## config.mk

```make
export PLATFORM = sky130hd
export DESIGN_NAME = i2t_target
export DESIGN_NICKNAME = d
export VERILOG_FILES = /design/src/i2t_pkg.sv /design/src/i2t_target.sv
export VERILOG_INCLUDE_DIRS = /design/src
export SDC_FILE = /design/constraint.sdc
export NUM_CORES = 1
export LEC_CHECK = 0
export BUFFER_PORTS_ARGS = -buffer_cell sky130_fd_sc_hd__buf_2
export CORE_ASPECT_RATIO = 0.6
export CORE_MARGIN = 5
export CORE_UTILIZATION = 45
export CTS_CLUSTER_DIAMETER = 200
export DETAILED_ROUTE_END_ITERATION = 6
export GPL_TIMING_DRIVEN = 0
export PLACE_DENSITY = 0.66
export SLEW_MARGIN = 20
export SYNTH_ARGS = -nofsm -noshare
export SYNTH_HDL_FRONTEND = slang
export SYNTH_SLANG_ARGS = --single-unit
```

## constraint.sdc

```tcl
create_clock -name pclk -period 2.2 [get_ports pclk]
set_input_delay 0.44 -clock pclk [delete_from_list [all_inputs] [get_ports pclk]]
set_output_delay 0.44 -clock pclk [all_outputs]
set_load 0.01 [all_outputs]
```

## src/i2t_consts.svh

```systemverilog
// Register offsets, field positions and reset values of the two-wire target.
// Included by the target module and the bench; definitions only.
`ifndef I2T_CONSTS_SVH
`define I2T_CONSTS_SVH

`define I2T_OFF_RX_BUFFER 12'h000
`define I2T_OFF_TX_HOLDING 12'h004
`define I2T_OFF_BAUD_RELOAD 12'h008
`define I2T_OFF_BUS_CONTROL 12'h00c
`define I2T_OFF_BUS_STATUS 12'h010
`define I2T_OFF_OWN_ADDRESS 12'h014

// bus_control fields
`define I2T_CTL_ENABLE 15
`define I2T_CTL_RELEASE 12
`define I2T_CTL_WIDE 10

// bus_status fields; bits 5:0 are read-only
`define I2T_ST_RX_FULL 0
`define I2T_ST_TX_FULL 1
`define I2T_ST_READ_DIR 2
`define I2T_ST_START 3
`define I2T_ST_STOP 4
`define I2T_ST_MASTER_NACK 5
`define I2T_ST_OVERFLOW 6
`define I2T_ST_WIDE_MATCH 8
`define I2T_ST_RO_MASK 16'h003f

`define I2T_CTL_RESET 16'h1000
`define I2T_STATUS_RESET 16'h0000
`define I2T_BAUD_RESET 9'h000
`define I2T_ADDR_RESET 10'h000
`define I2T_WIDE_PREFIX 5'h1e

`endif

```

## src/i2t_pkg.sv

```systemverilog
// Types shared by the two-wire target.
// Assumes i2t_consts.svh for the numeric constants.
package i2t_pkg;

    typedef enum logic [2:0] {
        I2T_IDLE = 3'b000,
        I2T_ADDR1 = 3'b001,
        I2T_ADDR2 = 3'b010,
        I2T_RX = 3'b011,
        I2T_TX = 3'b100,
        I2T_ACK = 3'b101,
        I2T_MACK = 3'b110,
        I2T_HOLD = 3'b111
    } i2t_state_t;

    typedef enum logic [1:0] {
        I2T_AFTER_IDLE = 2'b00,
        I2T_AFTER_ADDR2 = 2'b01,
        I2T_AFTER_RX = 2'b10,
        I2T_AFTER_HOLD = 2'b11
    } i2t_after_t;

endpackage : i2t_pkg

```

## src/i2t_target.sv

```systemverilog
// Two-wire bus target with 7/10-bit addressing, reached over APB.
// Assumes scl_in/sda_in are already synchronous to pclk and pulled up outside.
//
// Behaviour
// - Control bit 10 selects 10-bit addressing when one, 7-bit when zero.
// - 7-bit: own bits 6:0 match shift bits 7:1; shift bit 0 is direction.
// - When enabled, wait idle for Start, then shift 8 address bits in.
// - Every incoming data bit is sampled on the rising clock edge.
// - Address match: acknowledge, event pulse on falling edge of ninth clock.
// - Matched 7-bit address byte is copied into rx_buffer and receive-full is set.
// - Direction one: transmit mode, acknowledge, hold clock low for software.
// - Held clock released only when software sets release bit; then 8 bits out.
// - Transmit data changes on falling clock edges, stable while clock high.
// - Transmit: event pulse on ninth falling edge whether acknowledged or not.
// - Direction zero: receive 8 bits, buffer and acknowledge when room allows.
// - Buffer still full: no acknowledge, event pulse, buffer left unchanged.
// - Overflow set and buffer empty: buffer updated but not acknowledged.
// - 10-bit first byte: bits 7:3 equal 11110, bits 2:1 equal own 9:8.
// - First byte match writing: event pulse, clear wide match, partial match.
// - First byte mismatch, or read direction without wide match set: clear wide match, go idle.
// - Second byte vs own 7:0: match sets wide match, else clear and idle.
// - Reception double-buffered with event pulse; transmit single-buffered.
// - Low 6 status bits read-only, remaining status bits read and write.
// - 9-bit baud_reload reloads a down-counting rate generator on pclk.
// - After Repeated Start in 10-bit mode only first byte must match.
`timescale 1ns/10ps
`include "i2t_consts.svh"

module i2t_target
    import i2t_pkg::*;
(
    input wire logic pclk,
    input wire logic presetn,
    input wire logic psel,
    input wire logic penable,
    input wire logic pwrite,
    input wire logic [11:0] paddr,
    input wire logic [31:0] pwdata,
    output logic [31:0] prdata,
    output logic pready,
    output logic pslverr,
    input wire logic scl_in,
    output logic scl_out,
    output logic scl_oe,
    input wire logic sda_in,
    output logic sda_out,
    output logic sda_oe,
    output logic target_event,
    output logic baud_tick
);

    i2t_state_t state;
    i2t_after_t after_ack;
    logic [7:0] rx_buffer;
    logic [7:0] tx_holding;
    logic [8:0] baud_reload;
    logic [15:0] bus_control;
    logic [15:0] bus_status;
    logic [9:0] own_address;
    logic [7:0] rx_shift_register;
    logic [7:0] tx_shift;
    logic [3:0] bit_cnt;
    logic [8:0] baud_cnt;
    logic scl_prev;
    logic sda_prev;
    logic next_ack;
    logic next_event;
    logic hw_clear_release;

    wire logic acc = psel & penable & pready;
    wire logic wr = acc & pwrite;
    wire logic rd = acc & ~pwrite;
    wire logic enabled = bus_control[`I2T_CTL_ENABLE];
    wire logic scl_rise = scl_in & ~scl_prev;
    wire logic scl_fall = ~scl_in & scl_prev;
    wire logic start_seen = scl_in & scl_prev & sda_prev & ~sda_in;
    wire logic stop_seen = scl_in & scl_prev & ~sda_prev & sda_in;
    wire logic rx_full = bus_status[`I2T_ST_RX_FULL];
    wire logic overflow = bus_status[`I2T_ST_OVERFLOW];
    wire logic wide_match = bus_status[`I2T_ST_WIDE_MATCH];
    wire logic match7 = rx_shift_register[7:1] == own_address[6:0];
    wire logic match_hi = rx_shift_register[7:3] == `I2T_WIDE_PREFIX
        && rx_shift_register[2:1] == own_address[9:8];
    wire logic byte_done = scl_fall && bit_cnt == 4'd8;

    // APB answers one cycle into the access phase
    always_ff @(posedge pclk or negedge presetn) begin
        if (!presetn) begin
            pready <= 1'b0;
            pslverr <= 1'b0;
            prdata <= 32'h00000000;
        end else begin
            pready <= psel & penable & ~pready;
            pslverr <= 1'b0;
            prdata <= 32'h00000000;
            if (psel && penable && !pready) begin
                case (paddr)
                    `I2T_OFF_RX_BUFFER: prdata <= {24'h000000, rx_buffer};
                    `I2T_OFF_TX_HOLDING: prdata <= 32'h00000000;
                    `I2T_OFF_BAUD_RELOAD: prdata <= {23'h000000, baud_reload};
                    `I2T_OFF_BUS_CONTROL: prdata <= {16'h0000, bus_control};
                    `I2T_OFF_BUS_STATUS: prdata <= {16'h0000, bus_status};
                    `I2T_OFF_OWN_ADDRESS: prdata <= {22'h000000, own_address};
                    default: pslverr <= 1'b1;
                endcase
            end
        end
    end

    always_ff @(posedge pclk or negedge presetn) begin
        if (!presetn) begin
            baud_reload <= `I2T_BAUD_RESET;
            own_address <= `I2T_ADDR_RESET;
            tx_holding <= 8'h00;
        end else if (wr) begin
            if (paddr == `I2T_OFF_BAUD_RELOAD) baud_reload <= pwdata[8:0];
            if (paddr == `I2T_OFF_OWN_ADDRESS) own_address <= pwdata[9:0];
            if (paddr == `I2T_OFF_TX_HOLDING) tx_holding <= pwdata[7:0];
        end
    end

    // Software setting the release bit wins over the automatic clear
    always_ff @(posedge pclk or negedge presetn) begin
        if (!presetn) begin
            bus_control <= `I2T_CTL_RESET;
        end else begin
            if (hw_clear_release) bus_control[`I2T_CTL_RELEASE] <= 1'b0;
            if (wr && paddr == `I2T_OFF_BUS_CONTROL) bus_control <= pwdata[15:0];
        end
    end

    // Down counter reloaded from baud_reload
    always_ff @(posedge pclk or negedge presetn) begin
        if (!presetn) begin
            baud_cnt <= 9'h000;
            baud_tick <= 1'b0;
        end else if (!enabled) begin
            baud_cnt <= baud_reload;
            baud_tick <= 1'b0;
        end else if (baud_cnt == 9'h000) begin
            baud_cnt <= baud_reload;
            baud_tick <= 1'b1;
        end else begin
            baud_cnt <= baud_cnt - 9'h001;
            baud_tick <= 1'b0;
        end
    end

    always_ff @(posedge pclk or negedge presetn) begin
        if (!presetn) begin
            scl_prev <= 1'b1;
            sda_prev <= 1'b1;
        end else begin
            scl_prev <= scl_in;
            sda_prev <= sda_in;
        end
    end

    // Decision on the byte just shifted in, taken at the eighth falling edge
    always_comb begin
        next_ack = 1'b0;
        case (state)
            I2T_ADDR1: begin
                if (!bus_control[`I2T_CTL_WIDE]) begin
                    next_ack = match7;
                end else begin
                    next_ack = match_hi && (!rx_shift_register[0] || wide_match);
                end
            end
            I2T_ADDR2: next_ack = rx_shift_register == own_address[7:0];
            I2T_RX: next_ack = !rx_full && !overflow;
            default: next_ack = 1'b0;
        endcase
    end

    always_comb begin
        next_event = 1'b0;
        if (state == I2T_ACK && scl_fall && after_ack != I2T_AFTER_IDLE) begin
            next_event = 1'b1;
        end
        if (state == I2T_MACK && scl_fall) begin
            next_event = 1'b1;
        end
    end

    always_ff @(posedge pclk or negedge presetn) begin
        if (!presetn) begin
            target_event <= 1'b0;
        end else begin
            target_event <= next_event;
        end
    end

    // Status flags: hardware sets win over software clears
    always_ff @(posedge pclk or negedge presetn) begin
        if (!presetn) begin
            bus_status <= `I2T_STATUS_RESET;
            rx_buffer <= 8'h00;
        end else begin
            if (wr && paddr == `I2T_OFF_BUS_STATUS) begin
                bus_status <= (bus_status & `I2T_ST_RO_MASK)
                    | (pwdata[15:0] & ~`I2T_ST_RO_MASK);
            end
            if (rd && paddr == `I2T_OFF_RX_BUFFER) bus_status[`I2T_ST_RX_FULL] <= 1'b0;
            if (wr && paddr == `I2T_OFF_TX_HOLDING) bus_status[`I2T_ST_TX_FULL] <= 1'b1;
            if (state == I2T_HOLD && bus_control[`I2T_CTL_RELEASE]) begin
                bus_status[`I2T_ST_TX_FULL] <= 1'b0;
            end
            if (start_seen) bus_status[`I2T_ST_START] <= 1'b1;
            if (stop_seen) bus_status[`I2T_ST_STOP] <= 1'b1;
            if (state == I2T_MACK && scl_rise) bus_status[`I2T_ST_MASTER_NACK] <= sda_in;
            if (byte_done) begin
                case (state)
                    I2T_ADDR1: begin
                        bus_status[`I2T_ST_START] <= 1'b0;
                        bus_status[`I2T_ST_STOP] <= 1'b0;
                        if (next_ack) begin
                            bus_status[`I2T_ST_READ_DIR] <= rx_shift_register[0];
                        end
                        if (next_ack && !bus_control[`I2T_CTL_WIDE]) begin
                            rx_buffer <= rx_shift_register;
                            bus_status[`I2T_ST_RX_FULL] <= 1'b1;
                        end
                        if (bus_control[`I2T_CTL_WIDE] && !(next_ack && rx_shift_register[0])) begin
                            bus_status[`I2T_ST_WIDE_MATCH] <= 1'b0;
                        end
                    end
                    I2T_ADDR2: begin
                        bus_status[`I2T_ST_WIDE_MATCH] <= next_ack;
                    end
                    I2T_RX: begin
                        if (!rx_full) begin
                            rx_buffer <= rx_shift_register;
                            bus_status[`I2T_ST_RX_FULL] <= 1'b1;
                        end else begin
                            bus_status[`I2T_ST_OVERFLOW] <= 1'b1;
                        end
                    end
                    default: ;
                endcase
            end
        end
    end

    // Bit-level sequencer
    always_ff @(posedge pclk or negedge presetn) begin
        if (!presetn) begin
            state <= I2T_IDLE;
            after_ack <= I2T_AFTER_IDLE;
            bit_cnt <= 4'h0;
            rx_shift_register <= 8'h00;
            tx_shift <= 8'h00;
            sda_oe <= 1'b0;
            hw_clear_release <= 1'b0;
        end else if (!enabled) begin
            state <= I2T_IDLE;
            sda_oe <= 1'b0;
            hw_clear_release <= 1'b0;
        end else if (start_seen) begin
            state <= I2T_ADDR1;
            bit_cnt <= 4'h0;
            sda_oe <= 1'b0;
            hw_clear_release <= 1'b0;
        end else if (stop_seen) begin
            state <= I2T_IDLE;
            sda_oe <= 1'b0;
            hw_clear_release <= 1'b0;
        end else begin
            hw_clear_release <= 1'b0;
            case (state)
                I2T_IDLE: sda_oe <= 1'b0;
                I2T_ADDR1, I2T_ADDR2, I2T_RX: begin
                    if (scl_rise && bit_cnt < 4'd8) begin
                        rx_shift_register <= {rx_shift_register[6:0], sda_in};
                        bit_cnt <= bit_cnt + 4'h1;
                    end
                    if (byte_done) begin
                        sda_oe <= next_ack;
                        bit_cnt <= 4'h0;
                        state <= I2T_ACK;
                        after_ack <= I2T_AFTER_IDLE;
                        if (state == I2T_RX) begin
                            after_ack <= I2T_AFTER_RX;
                        end else if (next_ack && state == I2T_ADDR1
                                     && rx_shift_register[0]) begin
                            after_ack <= I2T_AFTER_HOLD;
                        end else if (next_ack && state == I2T_ADDR1
                                     && bus_control[`I2T_CTL_WIDE]) begin
                            after_ack <= I2T_AFTER_ADDR2;
                        end else if (next_ack) begin
                            after_ack <= I2T_AFTER_RX;
                        end
                    end
                end
                I2T_ACK: begin
                    if (scl_fall) begin
                        sda_oe <= 1'b0;
                        case (after_ack)
                            I2T_AFTER_ADDR2: state <= I2T_ADDR2;
                            I2T_AFTER_RX: state <= I2T_RX;
                            I2T_AFTER_HOLD: begin
                                state <= I2T_HOLD;
                                hw_clear_release <= 1'b1;
                            end
                            default: state <= I2T_IDLE;
                        endcase
                    end
                end
                I2T_HOLD: begin
                    if (bus_control[`I2T_CTL_RELEASE] && !hw_clear_release) begin
                        tx_shift <= tx_holding;
                        sda_oe <= ~tx_holding[7];
                        bit_cnt <= 4'h0;
                        state <= I2T_TX;
                    end
                end
                I2T_TX: begin
                    if (scl_fall) begin
                        if (bit_cnt == 4'd7) begin
                            sda_oe <= 1'b0;
                            state <= I2T_MACK;
                        end else begin
                            tx_shift <= {tx_shift[6:0], 1'b0};
                            sda_oe <= ~tx_shift[6];
                            bit_cnt <= bit_cnt + 4'h1;
                        end
                    end
                end
                I2T_MACK: begin
                    if (scl_fall) begin
                        if (!bus_status[`I2T_ST_MASTER_NACK]) begin
                            state <= I2T_HOLD;
                            hw_clear_release <= 1'b1;
                        end else begin
                            state <= I2T_IDLE;
                        end
                    end
                end
                default: state <= I2T_IDLE;
            endcase
        end
    end

    // Clock stretch while waiting for software in transmit mode
    always_ff @(posedge pclk or negedge presetn) begin
        if (!presetn) begin
            scl_oe <= 1'b0;
            scl_out <= 1'b0;
            sda_out <= 1'b0;
        end else begin
            scl_oe <= enabled && state == I2T_HOLD
                && (!bus_control[`I2T_CTL_RELEASE] || hw_clear_release);
            scl_out <= 1'b0;
            sda_out <= 1'b0;
        end
    end

endmodule : i2t_target

```

==> results.py <==
metrics = {
    "worst_hold_path": {
        "min_path_type": "input port to async pin",
    },
    "timing": {
        "fin_crit_sh": 0.946,
        "finalHoldViolations": 0,
        "min_period_ns": 2.08,
        "rsz0062_at_grt": "no",
        "holdWs_ns": 0.00124,
        "skew_ns": 0.00616,
        "fmax_mhz": 481,
        "timing.slew.headroom": 0.450,
        "tightest_slew_ns": 0.820,
        "setup_violations": 0,
        "drv_slew": 0,
    },
    "critical_path": {
        "crit_path_start_kind": "flop",
        "end_kind": "flop",
        "cp_max_fo": 9,
        "cp.arrival_ns": 2.38,
        "r2r_cells": 5,
        "crit_type": "flop to flop",
        "cp_data_required_time_ns": 2.50,
    },
    "placement": {
        "numPortBuffers": 56,
        "placed_area_um2": 6550,
        "place_congestion": 0.901,
        "dp_hpwl_mm": 11.1,
    },
    "status": {
        "status": "complete, no violations",
    },
    "global_routing": {
        "grt_pass1_vias": 4482,
        "grt_max_degree": 68,
        "grt_usage": 0.202,
        "antenna_found_initial": 0,
        "overflow": 0,
        "grt_pass1_wl_mm": 24.4,
    },
    "die": {
        "rows": 32,
        "fp.dieH_um": 99.1,
        "core_area_um2": 12900,
        "die_area_um2": 15700,
        "fp.dieW_um": 159,
        "ioPinCount": 91,
        "initial_core_util": 0.462,
    },
    "route": {
        "post-route-drc-count": 0,
        "drt-vias-per-instance": 5.63,
        "vias": 4483,
        "drt-pass1-iter-count": 7,
        "ant_nets": 0,
        "wl_per_cell_um": 19.1,
        "routed_wl_mm": 15.2,
        "drtIter0Drc": 421,
    },
    "synthesis": {
        "synth_cells": 513,
        "synth.cell_area_um2": 5960,
        "yosys_warnings": 0,
        "async_reset_ff_frac": 1.00,
        "ys_seq_elements": 125,
        "synth.distinct_cells": 58,
        "synth_edf_count": 0,
        "ys_seq_area_frac": 0.526,
        "synthFlopType": "dfrtp_1",
        "syn_avg_cell_area_um2": 11.6,
    },
    "cts": {
        "clk_pin_slew_worst_paths_ns": 0.06,
        "cts_buffer_depth": 2,
        "cts_buffers": 17,
        "h-tree-depth": 4,
        "cts-root-buf": "clkbuf_16",
        "cts_tree": "yes",
        "clock_latency_ns": 0.41,
        "cts.sinks": 125,
    },
    "finish": {
        "multiInputGateArea_um2": 2690,
        "seq_area_um2": 3130,
        "syn2layout_area_growth_pct": 23.3,
        "antenna_cells": 0,
        "drive_gt1_frac": 0.326,
        "fill_cells": 1074,
        "design_area_um2": 7340,
        "fin_util": 0.570,
        "final_net_count": 667,
    },
    "pwr": {
        "p_per_area_nw_per_um2": 768,
        "max-vdd-ir-drop_uv": 416,
        "leakage_nw": 3.46,
    },
    "flow_run": {
        "maxCapViolations": 0,
    },
}
-- synthesized netlist by cell type (4+ instances only) --
library cell / number / area, um2
mux2_1: 10 / 113
clkbuf_1: 9 / 33.8
mux2_2: 58 / 653
nand2_1: 41 / 154
o21ai_0: 27 / 135
a222oi_1: 9 / 90.1
nand4_1: 6 / 37.5
inv_1: 12 / 45.0
nor2b_1: 5 / 31.3
nor4_1: 5 / 31.3
nor3_1: 10 / 50.1
mux2i_1: 7 / 70.1
dfrtp_1: 122 / 3050
nand2b_1: 6 / 37.5
buf_4: 18 / 135
nand3_1: 6 / 30.0
a22oi_1: 16 / 120
xnor2_1: 13 / 114
xor2_1: 11 / 96.3
nor3b_1: 5 / 37.5
o22ai_1: 5 / 31.3
a21oi_1: 21 / 105
nor2_1: 26 / 97.6
nor4_4: 4 / 85.1
nand3b_1: 4 / 30.0
-- layout make-up --
cell class              count  share of cell area
clock inverters            10              0.0250
repair buffers             66              0.0537
multi-input cells         359               0.366
clock buffers              22              0.0659
well taps                 170              0.0290
flip-flops and latches    125               0.426
inverters                  15             0.00767
plain buffers              29              0.0259
-- where the power goes --
| group | switching [mW] | internal, mW |
|---|---|---|
| logic | 0.118 | 0.0633 |
| registers | 0.00513 | 2.31 |
| clock network | 1.02 | 2.13 |
| total | 1.14 | 4.50 |
-- state kept, by name, indices dropped and copies added (netlist names) --
register and flops:
bus_control 16, scl_prev 1, after_ack 2, tx_holding 8, baud_reload 9, tx_shift 7, target_event 1, prdata 16
own_address 10, bus_status 16, hw_clear_release 1, scl_oe 1, sda_prev 1, sda_oe 1, rx_buffer 8, bit_cnt 4
rx_shift_register 8, pslverr 1, baud_cnt 9, pready 1, baud_tick 1, state 3
-- routing by layer --
metal,global-route usage,wire length (um),up-vias
met2,0.282,6490,188
met3,0.0596,1440,15
met4,0.0642,138,0
li1,-,-,2060
met5,0,0,-
met1,0.303,7170,2220
-- cell usage in the layout, fill, tap and decap left out, types with 4 or more instances in the layout --
cell | synthesis | routed
a21oi_1 | 21 | 21
a222oi_1 | 9 | 9
a22oi_1 | 16 | 16
buf_2 | 3 | 58
buf_4 | 18 | 26
bufinv_16 | 0 | 5
clkbuf_1 | 9 | 6
clkbuf_16 | 0 | 17
clkbuf_8 | 0 | 4
conb_1 | 1 | 18
dfrtp_1 | 122 | 122
inv_1 | 12 | 12
mux2_1 | 10 | 10
mux2_2 | 58 | 58
mux2i_1 | 7 | 7
nand2_1 | 41 | 40
nand2b_1 | 6 | 5
nand3_1 | 6 | 6
nand3b_1 | 4 | 4
nand4_1 | 6 | 6
nor2_1 | 26 | 26
nor2b_1 | 5 | 4
nor3_1 | 10 | 9
nor3b_1 | 5 | 5
nor4_1 | 5 | 4
nor4_4 | 4 | 5
o21ai_0 | 27 | 26
o22ai_1 | 5 | 5
xnor2_1 | 13 | 13
xor2_1 | 11 | 11
-- worst max-delay path: stages (launching register included) --
cell and delay (ns):
dfstp_2 0.58, and4bb_1 0.27, nand2_2 0.17, nor3_4 0.36, a31oi_4 0.24, mux2_2 0.33
-- final timing paths --
kind | from | to | slack, ns
max | scl_prev$_DFF_PN1_ | rx_buffer[0]$_DFFE_PN0P_ | 0.12
min | presetn | bus_control[13]$_DFFE_PN0P_ | 0.001
max reg2reg | scl_prev$_DFF_PN1_ | rx_buffer[0]$_DFFE_PN0P_ | 0.12
min reg2reg | tx_shift[2]$_DFFE_PN0P_ | tx_shift[2]$_DFFE_PN0P_ | 0.49
max in group asynchronous | presetn | tx_holding[2]$_DFFE_PN0P_ | 1.48
min in group pclk | sda_in | sda_prev$_DFF_PN1_ | 0.18
-- cells by family after synthesis --
kind of cell    count (synthesis)  share of synthesized area
simple gates                  138                      0.138
flops                         125                      0.526
compound gates                101                      0.112
mux                            75                      0.140
buf+inv                        46                     0.0422
xor+xnor                       24                     0.0353
fa+ha+maj                       3                    0.00630
other cells                     1                   0.000629
-- per-stage QoR --
step	power [mW]	std cells	setup TNS, ns	worst slack [ns]
after global routing	5.82	796	0	0.00422
final	5.64	796	0	0.119
after detailed placement	2.53	757	-20.69	-0.558
after CTS	5.68	790	0	0.0108
after global placement	2.52	756	-118.79	-0.835
after floorplan	2.42	530	0	0.0244
-- what timing repair did --
| item | 4_1_cts | 5_1_grt |
|---|---|---|
| gates resized for setup | 4 | 9 |
| pin swaps | 2 | 4 |
| setup buffers | 1 | 8 |
| hold buffers | 0 | 0 |
| endpoints found under the setup margin | 23 | 67 |
(Power assumes the default switching activity.)
